--- src/osc_ctl_pkg.sv ---
/*
 * Constants for the oscillator control block: register offsets, field
 * positions, reset values, unlock keys and interrupt bit positions.
 * Assumes a 32-bit register port with byte addresses in word steps.
 */
package osc_ctl_pkg;
    // ======================================================
    // register map
    localparam logic [3:0] OFF_OSC_CTRL = 4'h0;
    localparam logic [3:0] OFF_UNLOCK   = 4'h4;
    localparam logic [3:0] OFF_IRQ_STAT = 4'h8;
    localparam logic [3:0] OFF_IRQ_MASK = 4'hC;

    // ======================================================
    // oscillator control fields (low bit of each)
    localparam int POS_PLL_ODIV   = 27;
    localparam int POS_FAST_RC    = 24;
    localparam int POS_SOSC_RDY   = 22;
    localparam int POS_PDIV_RDY   = 21;
    localparam int POS_PERIPH_DIV = 19;
    localparam int POS_PLL_MULT   = 16;
    localparam int POS_NEW_OSC    = 8;
    localparam int POS_SOSC_EN    = 1;

    localparam logic [2:0] FAST_RC_RESET = 3'h1;
    localparam logic [1:0] CFG_PDIV_ERASED = 2'h3;
    localparam logic [2:0] CODE_DIV256 = 3'h7;

    // ======================================================
    // unlock keys: arbitrary values
    localparam logic [31:0] UNLOCK_KEY1 = 32'h3C5A_A5C3;
    localparam logic [31:0] UNLOCK_KEY2 = 32'hC3A5_5A3C;

    // ======================================================
    // interrupt status / mask bits
    localparam int IRQ_W         = 3;
    localparam int IRQ_SOSC_UP   = 0;
    localparam int IRQ_PDIV_DONE = 1;
    localparam int IRQ_LOCK_ERR  = 2;

    typedef enum logic [1:0] {LOCKED, KEY1_SEEN, UNLOCKED} unlock_e;
endpackage : osc_ctl_pkg

--- src/div_if.sv ---
/*
 * Link between the control logic and one power-of-two divider.
 * Assumes both ends run on sys_clk.
 */
`timescale 1ns/10ps
interface div_if;
    logic       tickIn;   // source clock enable
    logic [2:0] code;     // requested division code
    logic       tickOut;  // divided clock enable
    logic [2:0] active;   // code now in use

    modport ctl (output tickIn, output code, input tickOut, input active);
    modport div (input tickIn, input code, output tickOut, output active);
endinterface : div_if

--- src/clk_div_pow2.sv ---
/*
 * Power-of-two clock-enable divider: codes 0..6 divide by 2**code,
 * code 7 by 256. Assumes input ticks synchronous to sys_clk.
 */
`timescale 1ns/10ps
module clk_div_pow2 (
    input wire logic sys_clk,  // system clock
    input wire logic rstn,     // sync reset, active low
    div_if.div       port      // divider link
);
    import osc_ctl_pkg::*;

    // ======================================================
    // terminal count for a code
    function automatic logic [7:0] termOf(input logic [2:0] c);
        logic [8:0] ratio;
        ratio = (c == CODE_DIV256) ? 9'h100 : (9'h001 << c);
        return 8'(ratio - 9'h001);
    endfunction : termOf

    logic [7:0] count_q;
    logic [2:0] active_q;
    logic       tick_q;
    wire        atEnd = port.tickIn && (count_q == termOf(active_q));

    // new code taken only at a period boundary: no short pulse
    always_ff @(posedge sys_clk) begin
        if (!rstn) begin
            count_q  <= 8'h00;
            active_q <= 3'h0;
            tick_q   <= 1'b0;
        end else begin
            tick_q <= atEnd;
            if (atEnd) begin
                count_q  <= 8'h00;
                active_q <= port.code;
            end else if (port.tickIn) begin
                count_q <= count_q + 8'h01;
            end
        end
    end

    assign port.tickOut = tick_q;
    assign port.active  = active_q;
endmodule : clk_div_pow2

--- src/osc_ctl.sv ---
/*
 * Oscillator control register block: PLL output divider, fast RC
 * divider, peripheral bus divisor with ready flag, secondary oscillator
 * ready, unlock protection and interrupts.
 * Assumes a single-cycle register port and synchronous input ticks.
 */
// Strobed register access and the placing of the registers were chosen for this implementation.
// Behaviour
// RULE1: PLL output divided by 1,2,4,8,16,32,64,256 per bits 29-27.
// RULE2: fast RC clock divided by 1,2,4,8,16,32,64,256 per bits 26-24.
// RULE3: fast RC divider resets to code 001, divide by two.
// RULE4: bit 22 reads one only when secondary oscillator runs stable.
// RULE5: peripheral divisor writes take effect only while bit 21 reads one.
// RULE6: peripheral bus clock is system clock divided by 1,2,4,8 per bits 20-19.
// RULE7: peripheral divisor defaults to code 11, divide by eight.
// RULE8: control writes without the unlock sequence are ignored.
// RULE9: configuration-derived fields load from configuration bits at power-on reset.
// RULE10: bits 31-30 and 23 always read zero.
// RULE11: divisor ready low during a change; new division without short pulses.
`timescale 1ns/10ps
module osc_ctl (
    input  wire logic        sys_clk,       // system clock, 200 MHz
    input  wire logic        rstn,          // sync reset, active low
    input  wire logic [3:0]  addr,          // byte address
    input  wire logic [31:0] wrData,        // write data
    input  wire logic        wrEn,          // write strobe
    input  wire logic        rdEn,          // read strobe
    output logic      [31:0] rdData,        // read data, cycle after rdEn
    input  wire logic [2:0]  cfgPllOdiv,    // config: PLL output divider
    input  wire logic [1:0]  cfgPeriphDiv,  // config: peripheral divisor
    input  wire logic [2:0]  cfgPllMult,    // config: PLL multiplier
    input  wire logic [2:0]  cfgNewOsc,     // config: new oscillator
    input  wire logic        cfgSoscEn,     // config: secondary osc enable
    input  wire logic        pllTick,       // PLL output clock enable
    input  wire logic        fastRcTick,    // fast RC clock enable
    input  wire logic        soscStable,    // secondary osc stable
    output logic             pllClkEn,      // divided PLL clock enable
    output logic             fastRcClkEn,   // divided fast RC enable
    output logic             periphClkEn,   // peripheral bus clock enable
    output logic [2:0]       pllMultiplier, // PLL multiplier code
    output logic [2:0]       newOscSelect,  // requested oscillator
    output logic             soscEnable,    // secondary osc enable
    output logic             irq            // level interrupt
);
    import osc_ctl_pkg::*;

    // ======================================================
    // register state
    logic [2:0]       pll_output_divider_q, fastRcDiv_q, pll_multiplier_q, newOsc_q;
    logic [1:0]       periphDiv_q;
    logic             soscEn_q, secondary_osc_ready_q;
    logic             pdivPend_q;
    logic [IRQ_W-1:0] irqStat_q, irqMask_q;
    logic [31:0]      rdData_q;
    unlock_e          unlock_q, unlock_d;

    div_if pllLink ();
    div_if fastRcLink ();
    div_if periphLink ();

    // ======================================================
    // decode
    wire selCtrl   = (addr == OFF_OSC_CTRL);
    wire selUnlock = (addr == OFF_UNLOCK);
    wire selStat   = (addr == OFF_IRQ_STAT);
    wire selMask   = (addr == OFF_IRQ_MASK);
    wire ctrlWr    = wrEn && selCtrl;
    wire ctrlOk    = ctrlWr && (unlock_q == UNLOCKED);  // [RULE8]
    wire lockErr   = ctrlWr && (unlock_q != UNLOCKED);
    wire periphBusy  = ({1'b0, periphDiv_q} != periphLink.active);
    wire periphRdy   = !periphBusy;                     // [RULE11]
    wire periphWrOk  = ctrlOk && periphRdy;             // [RULE5]
    wire periphStart = periphWrOk && (wrData[POS_PERIPH_DIV +: 2] != periphDiv_q);
    // ready alone cannot tell a finished change from an idle divider
    wire periphDone  = pdivPend_q && periphRdy;         // [RULE11]
    wire soscRdyNow  = soscEn_q && soscStable;          // [RULE4]
    wire soscRise    = soscRdyNow && !secondary_osc_ready_q;

    wire [31:0] ctrlView = {2'b00,                        // [RULE10]
                            pll_output_divider_q, fastRcDiv_q, 1'b0,
                            soscRdyNow, periphRdy, periphDiv_q,
                            pll_multiplier_q, 5'h00, newOsc_q,
                            6'h00, soscEn_q, 1'b0};
    wire [31:0] rdMux = selCtrl   ? ctrlView :
                        selUnlock ? {31'h0, unlock_q == UNLOCKED} :
                        selStat   ? {29'h0, irqStat_q} :
                        selMask   ? {29'h0, irqMask_q} : 32'h0;

    wire [IRQ_W-1:0] irqEvt = {lockErr, periphDone, soscRise};
    wire [IRQ_W-1:0] irqClr = (wrEn && selStat) ? wrData[IRQ_W-1:0] : '0;

    // ======================================================
    // unlock sequence: two keys, then one control write
    always_comb begin
        unlock_d = unlock_q;
        if (ctrlWr) begin
            unlock_d = LOCKED;
        end else if (wrEn && selUnlock) begin
            case (unlock_q)
                LOCKED:    unlock_d = (wrData == UNLOCK_KEY1) ? KEY1_SEEN : LOCKED;
                KEY1_SEEN: unlock_d = (wrData == UNLOCK_KEY2) ? UNLOCKED : LOCKED;
                UNLOCKED:  unlock_d = LOCKED;
                default:   unlock_d = LOCKED;
            endcase
        end
    end

    always_ff @(posedge sys_clk) begin
        if (!rstn) begin
            unlock_q <= LOCKED;
        end else begin
            unlock_q <= unlock_d;
        end
    end

    // ======================================================
    // control fields; config-derived ones load at reset
    always_ff @(posedge sys_clk) begin
        if (!rstn) begin
            pll_output_divider_q   <= cfgPllOdiv;     // [RULE9]
            periphDiv_q <= cfgPeriphDiv;   // [RULE9] [RULE7]
            pll_multiplier_q   <= cfgPllMult;
            newOsc_q    <= cfgNewOsc;
            soscEn_q    <= cfgSoscEn;
            fastRcDiv_q <= FAST_RC_RESET;  // [RULE3]
        end else if (ctrlOk) begin
            pll_output_divider_q   <= wrData[POS_PLL_ODIV +: 3];
            fastRcDiv_q <= wrData[POS_FAST_RC +: 3];
            pll_multiplier_q   <= wrData[POS_PLL_MULT +: 3];
            newOsc_q    <= wrData[POS_NEW_OSC +: 3];
            soscEn_q    <= wrData[POS_SOSC_EN];
            if (periphWrOk) begin
                periphDiv_q <= wrData[POS_PERIPH_DIV +: 2];
            end
        end
    end

    // ======================================================
    // interrupts: set wins over a same-cycle clear
    always_ff @(posedge sys_clk) begin
        if (!rstn) begin
            irqStat_q <= '0;
            irqMask_q <= '0;
            secondary_osc_ready_q <= 1'b0;
            pdivPend_q <= 1'b0;
        end else begin
            irqStat_q <= (irqStat_q & ~irqClr) | irqEvt;
            secondary_osc_ready_q <= soscRdyNow;
            // a new change in the completion cycle keeps the flag up
            if (periphStart) begin
                pdivPend_q <= 1'b1;
            end else if (periphDone) begin
                pdivPend_q <= 1'b0;
            end
            if (wrEn && selMask) begin
                irqMask_q <= wrData[IRQ_W-1:0];
            end
        end
    end

    always_ff @(posedge sys_clk) begin
        if (!rstn) begin
            rdData_q <= 32'h0;
        end else if (rdEn) begin
            rdData_q <= rdMux;
        end
    end

    // ======================================================
    // dividers
    assign pllLink.tickIn    = pllTick;
    assign pllLink.code      = pll_output_divider_q;        // [RULE1]
    assign fastRcLink.tickIn = fastRcTick;
    assign fastRcLink.code   = fastRcDiv_q;      // [RULE2]
    assign periphLink.tickIn = 1'b1;             // system clock every cycle
    assign periphLink.code   = {1'b0, periphDiv_q};  // [RULE6]

    clk_div_pow2 u_pllDiv (
        .sys_clk (sys_clk),
        .rstn    (rstn),
        .port    (pllLink)
    );
    clk_div_pow2 u_fastRcDiv (
        .sys_clk (sys_clk),
        .rstn    (rstn),
        .port    (fastRcLink)
    );
    clk_div_pow2 u_periphDiv (
        .sys_clk (sys_clk),
        .rstn    (rstn),
        .port    (periphLink)
    );

    assign rdData        = rdData_q;
    assign pllClkEn      = pllLink.tickOut;
    assign fastRcClkEn   = fastRcLink.tickOut;
    assign periphClkEn   = periphLink.tickOut;
    assign pllMultiplier = pll_multiplier_q;
    assign newOscSelect  = newOsc_q;
    assign soscEnable    = soscEn_q;
    assign irq           = |(irqStat_q & irqMask_q);
endmodule : osc_ctl

--- config.mk ---
export PLATFORM = sky130hd
export DESIGN_NAME = osc_ctl
export DESIGN_NICKNAME = d
export VERILOG_FILES = /design/src/osc_ctl_pkg.sv /design/src/div_if.sv /design/src/clk_div_pow2.sv /design/src/osc_ctl.sv
export SDC_FILE = /design/constraint.sdc
export NUM_CORES = 1
export LEC_CHECK = 0
export ABC_AREA = 1
export BUFFER_PORTS_ARGS = -buffer_cell sky130_fd_sc_hd__buf_2
export CAP_MARGIN = 20
export CELL_PAD_IN_SITES_DETAIL_PLACEMENT = 0
export CELL_PAD_IN_SITES_GLOBAL_PLACEMENT = 1
export CORE_ASPECT_RATIO = 1.75
export CORE_MARGIN = 1.5
export CORE_UTILIZATION = 38
export DETAILED_ROUTE_END_ITERATION = 8
export MAX_ROUTING_LAYER = met4
export PLACE_DENSITY_LB_ADDON = 0.05
export SLEW_MARGIN = 20
export SYNTH_ARGS = -nofsm -noshare
export SYNTH_HDL_FRONTEND = slang
export SYNTH_SLANG_ARGS = --single-unit
--- constraint.sdc ---
create_clock -name sys_clk -period 2.2 [get_ports sys_clk]
set_input_delay 0.11 -clock sys_clk [delete_from_list [all_inputs] [get_ports sys_clk]]
set_output_delay 0.11 -clock sys_clk [all_outputs]
set_load 0.03 [all_outputs]
# Word-level counts from Yosys, hierarchy flattened
# Index checks and enable logic that the tools add are counted.
# word_totals
register_bits	92
inputBits	55
output_inout_bits	43
elab_cells	99
# classes
add_sub_neg	6
n_eq_ne	17
n_shift	3
n_mux	23
bitwise_logic	5
n_reduce_logical	24
# ops
op	n
32-bit by 30-bit equality test with 1-bit output (second input constant)	1
32-bit equality test (second input constant)	1
3-bit two-way mux	10
30-bit two-way mux	1
8-bit by 1-bit adder with 8-bit output (second input constant)	3
8-bit equality test	3
8-bit by 1-bit subtractor with 8-bit output (second input constant)	3
8-bit two-way mux	2
1-bit by 3-bit << shifter with 8-bit output (first input constant)	2
1-bit logical AND	13
4-bit equality test (second input constant)	2
2-bit two-way mux	4
2-bit OR reduction	4
1-bit by 2-bit << shifter with 8-bit output (first input constant)	1
3-bit bitwise AND	2
3-bit equality test (second input constant)	2
1-bit two-way mux	5
4-bit by 3-bit equality test with 1-bit output (second input constant)	1
4-bit logical NOT	1
2-bit by 1-bit inequality test with 1-bit output (second input constant)	2
2-bit inequality test	2
2-bit case mux with 2 select lines	1
3-bit inverter	1
3-bit OR	1
other kinds (9)	10

# Logic depth before layout (Yosys ltp)
# depth
depth_word	7
mapped_depth	14
ltp_nobuf	14

# By module
# A second synthesis with hierarchy kept.
# unflattened
hier_cells	664
hier_area_um2	4513.1
# by_module_without_submodules
mod	instances	cells_each	area_per_inst_um2	seq_area_each_um2
osc_ctl	1	319	2347.3	1001.0
clk_div_pow2	3	115	721.9	240.2

# Least setup slack after synthesis
# No wires, ideal clock.
# synth_path
path_type	register to register
start	register u_pllDiv.active_q[2], in the netlist u_pllDiv.port.active[2]
end	register u_pllDiv.count_q[0]
setup_ns	0.116
arrival_time_ns	1.517
required_ns	2.084
setup_slack_ns	0.567
path_stages_with_launch	13
n_path_buf	1
synth_period_minus_slack_ns	1.633
cell_sequence	dfxtp_1 > buf_6 > inv_4 > nand3_2 > ha_1 > nand2_1 > nand3_1 > nor2_1 > nand3_2 > nor2_4 > nand2_4 > nand2_4 > nor2_1
# synth_via
elab_chain_cells	6
elab_cells_between_ends	7
cone_classes	add/sub (1); eq/ne (2); shift (1); mux (1); reduce/logical (2)
# synth_rtl
element	line_no	text
start: declaration	clk_div_pow2.sv:22	logic [2:0] active_q;
start signal: assignment	clk_div_pow2.sv:36	active_q <= port.code;
3-bit equality test / 1-bit by 3-bit << shifter with 8-bit output (equally long branches)	clk_div_pow2.sv:17	ratio = (c == CODE_DIV256) ? 9'h100 : (9'h001 << c);
8-bit two-way mux (*)	clk_div_pow2.sv:17	
8-bit by 1-bit subtractor with 8-bit output (*)	clk_div_pow2.sv:18	return 8'(ratio - 9'h001);
8-bit equality test (*)	clk_div_pow2.sv:24	wire atEnd = port.tickIn && (count_q == termOf(active_q));
1-bit logical AND (*)	clk_div_pow2.sv:24	
2-bit OR reduction (no line) (*)	n/a	
end signal: assignment	clk_div_pow2.sv:38	count_q <= count_q + 8'h01;
end: declaration	clk_div_pow2.sv:21	logic [7:0] count_q;
# Every way passes the cells marked *; elsewhere a longest branch is shown, timed or not.
# A chain may end at the register's enable or synchronous reset.

# Worst setup path after layout
# layout_path
start	register u_fastRcDiv.active_q[2], in the netlist u_fastRcDiv.port.active[2]
end	register u_fastRcDiv.count_q[7]
# layout_via
elab_chain_cells	6
elab_cells_between_ends	7
cone_classes	add/sub (1); eq/ne (2); shift (1); mux (1); reduce/logical (2)
# layout_rtl
element	line_no
start: declaration	clk_div_pow2.sv:22
start signal: assignment	clk_div_pow2.sv:36
3-bit equality test / 1-bit by 3-bit << shifter with 8-bit output (equally long branches)	clk_div_pow2.sv:17
8-bit two-way mux (*)	clk_div_pow2.sv:17
8-bit by 1-bit subtractor with 8-bit output (*)	clk_div_pow2.sv:18
8-bit equality test (*)	clk_div_pow2.sv:24
1-bit logical AND (*)	clk_div_pow2.sv:24
2-bit OR reduction (no line) (*)	n/a
end signal: assignment	clk_div_pow2.sv:38
end: declaration	clk_div_pow2.sv:21
# Marks and branches as above.

==> flow_metrics.py <==
metrics = {
    "sta": {
        "slew_headroom_pct": 53.14,
        "grt_setup_unrepaired": "no",
        "hold_viol": 0,
        "worst_pin_slew_ns": 0.7006,
        "worst_clock_skew_ns": 0.01021,
        "fin_crit_sh_pct": 86.41,
        "min_period_ns": 1.901,
        "tns_ns": 0,
        "setup_viol": 0,
        "fmax_mhz": 526.1,
        "hold_ws_ns": 0.02098,
        "setup_ws_ns": 0.2991,
        "drv_slew": 0,
    },
    "logic_synthesis": {
        "synth_area_leader_cell": "dfxtp_1",
        "synthArstFlopShare_pct": 0,
        "synth_edf_count": 12,
        "netlist_area_um2": 4126,
        "synth_area_leaders": "dfxtp_1, nand2_1, edfxtp_1",
        "synth.avg_cell_area_um2": 7.018,
        "ys_seq_area_share_pct": 41.24,
        "synth_ff_type": "dfxtp_1",
        "synth_seq_cells": 79,
        "yosys_warnings": 0,
        "ys_types": 35,
        "syn_inst": 588,
        "yosysTopAreaCellShare_pct": 32.50,
    },
    "power_and_ir_drop": {
        "powerDensity_nw_per_um2": 933.6,
        "p_int_uw": 3015,
        "worst_ir_drop_vdd_mv": 0.4878,
        "p_leak_uw": 0.002198,
        "switchingPower_uw": 1578,
        "p_sw_share_pct": 34.36,
        "p_seq_share_pct": 37.8,
        "combPwrFrac_pct": 28.3,
        "pwr-share-clk_pct": 33.9,
    },
    "place": {
        "dp.cells": 790,
        "place.gp.congestion": 0.8281,
        "post-dp-hpwl_um": 8074,
        "io_buffers": 84,
        "post-place-ws_ns": 0.1905,
    },
    "clocking": {
        "cts_tree": "yes",
        "path_clk_slew_ns": 0.06,
        "clk_path_buf_depth": 2,
        "cts.sinks": 79,
        "cts_made_buffers": 9,
        "htreeDepth": 3,
        "clock_latency_ns": 0.34,
        "clockRootBuffer": "clkbuf_16",
        "postCtsHoldBufs": 0,
    },
    "floorplanning": {
        "start_util_pct": 38.80,
        "dieArea_um2": 11520,
        "pin_count": 98,
        "fp-row-count": 50,
        "placeableCoreArea_um2": 10640,
        "die_h_um": 140.9,
        "die_w_um": 81.78,
    },
    "drt": {
        "first_pass_iters": 4,
        "drc": 0,
        "routed_wl_um": 10250,
        "routed-via-count": 3833,
        "drt_iter0_drc": 146,
        "vias_per_cell": 4.756,
        "ant_nets": 0,
        "wl_per_cell_um": 12.71,
    },
    "global_routing": {
        "antenna_found_initial": 0,
        "track_usage_pct": 19.12,
        "grt_first_pass_wirelength_um": 16390,
        "globalRouteOverflowTotal": 0,
        "first_global_vias": 3546,
        "grt_max_degree": 41,
    },
    "setup_path": {
        "critPathLaunchType": "flop",
        "cp.arrival_ns": 2.13,
        "critical_path.max_fanout": 11,
        "r2r_slack_ns": 0.30,
        "max_stage_delay_ns": 0.38,
        "worstSetupPathType": "reg -> reg",
        "critical_path.endpoint_type": "flop",
        "crit_required_ns": 2.43,
        "cp_slowest_cell": "dfxtp_2",
        "path_cells": "inv_1 -> nand3_2 -> ha_1 -> nand2_1 -> nand3_1 -> nor2_1 -> nand3_1 -> nor2_2 -> nand2_4 -> nand2_4 -> nor2_1",
    },
    "finish": {
        "antenna_cells": 0,
        "fin_nets": 731,
        "fillers": 1163,
        "multi_input_area_um2": 2039,
        "areaGrowthSynthToFinish_pct": 19.22,
        "layout_common_cells": "nand2_1, buf_2, dfxtp_1",
        "final_common_cell": "nand2_1",
        "seq_area_um2": 1703,
        "drive_above_1_share_pct": 18.93,
        "instances_no_fill": 806,
    },
    "hold_path": {
        "hold_class": "in -> reg",
    },
    "run_status": {
        "status": "finished, final reports clean",
    },
    "flow_run": {
        "cap_violations": 0,
    },
}
## layer usage
metal / up-vias / track usage [%] / part of all wire (%)
met4: 0 / 7.047 / 1.5
li1: 2036 / - / -
met2: 84 / 34.47 / 54
met1: 1701 / 19.41 / 40
met5: - / - / 0
met3: 12 / 4.401 / 4.4
## logic make-up (layout without fill, tap and decap cells)
family                   after synthesis  in the layout  synth area share (%)
AND/OR/NAND/NOR                      326            326                 34.81
buffers and inverters                 95            171                 10.43
flip-flops                            79             79                 41.24
AO/OA/AOI/OAI                         64             64                 8.096
XOR/XNOR                              18             18                 3.820
adder cells (fa/ha/maj)                5              5                 1.516
other                                  1             13               0.09088
## power by group through the flow
stage | logic [µW] | clock network, µW | registers [µW]
final | 1300 | 1560 | 1730
after global routing | 1490 | 1650 | 1760
after CTS | 1320 | 1610 | 1740
after detailed placement | 1320 | 0 | 1770
after global placement | 1300 | 0 | 1760
after floorplan | 1010 | 0 | 1790
## sequential cells by signal, summed over array words and instances, names as in the netlist, 3 cells and up
register and flops:
u_pllDiv.port.active 3, rdData 19, newOscSelect 3, pllLink.code 3
u_periphDiv.count_q 8, u_fastRcDiv.count_q 8, irqMask_q 3, u_pllDiv.count_q 8
u_fastRcDiv.port.active 3, pllMultiplier 3, fastRcDiv_q 3, irqStat_q 3
## worst paths after layout
check,start,cells after the start,end
setup / recovery,u_fastRcDiv.port.active[2]$_SDFFE_PN0P_,11,u_fastRcDiv.count_q[7]$_SDFFE_PP0P_
hold / removal,rdEn,2,rdData[0]$_SDFFE_PN0P_
setup reg to reg,u_fastRcDiv.port.active[2]$_SDFFE_PN0P_,11,u_fastRcDiv.count_q[7]$_SDFFE_PP0P_
hold reg to reg,secondary_osc_ready_q$_SDFF_PN0_,1,irqStat_q[0]$_SDFF_PN0_
## timing repair
action                     CTS  global route
setup buffers                0             0
setup endpoints to repair    0            11
gates resized for setup      0             1
## metrics by stage
stage | total power [µW] | util (%) | cell area (µm²)
3_5_place_dp | 3089 | 43.26 | 4601
5_1_grt | 4901 | 46.26 | 4920
2_1_floorplan | 2797 | - | 4172
3_3_place_gp | 3068 | 43.26 | 4601
4_1_cts | 4669 | 46.25 | 4918
6_report | 4593 | 46.26 | 4920
## area by class of cell
type                            instances  area share, %
Multi-Input combinational cell        426          41.45
Inverter                               69          5.315
Timing Repair Buffer                   86          8.850
Tap cell                              130          3.306
Clock inverter                          4          1.017
Sequential cell                        79          34.61
Clock buffer                           12          5.443
## synth_stat cells, types with 3 or more instances
| cell type | n |
|---|---|
| a21oi_1 | 32 |
| buf_4 | 14 |
| clkbuf_1 | 5 |
| dfxtp_1 | 67 |
| edfxtp_1 | 12 |
| ha_1 | 5 |
| inv_1 | 58 |
| inv_2 | 9 |
| nand2_1 | 167 |
| nand2_4 | 4 |
| nand3_1 | 52 |
| nand3_2 | 3 |
| nand4_1 | 18 |
| nor2_1 | 63 |
| nor2_2 | 7 |
| nor3_1 | 7 |
| o21ai_0 | 24 |
| o22ai_1 | 4 |
| xnor2_1 | 5 |
| xor2_1 | 13 |
## worst max-delay path: cells and delay by family, from the launching register on
family,cells,cell delay (ns)
adders and majority gates,1,0.32
buffers and inverters,1,0.17
DFF,1,0.38
and+or+nand+nor,9,0.92
Power figures use the tool's default switching activity.
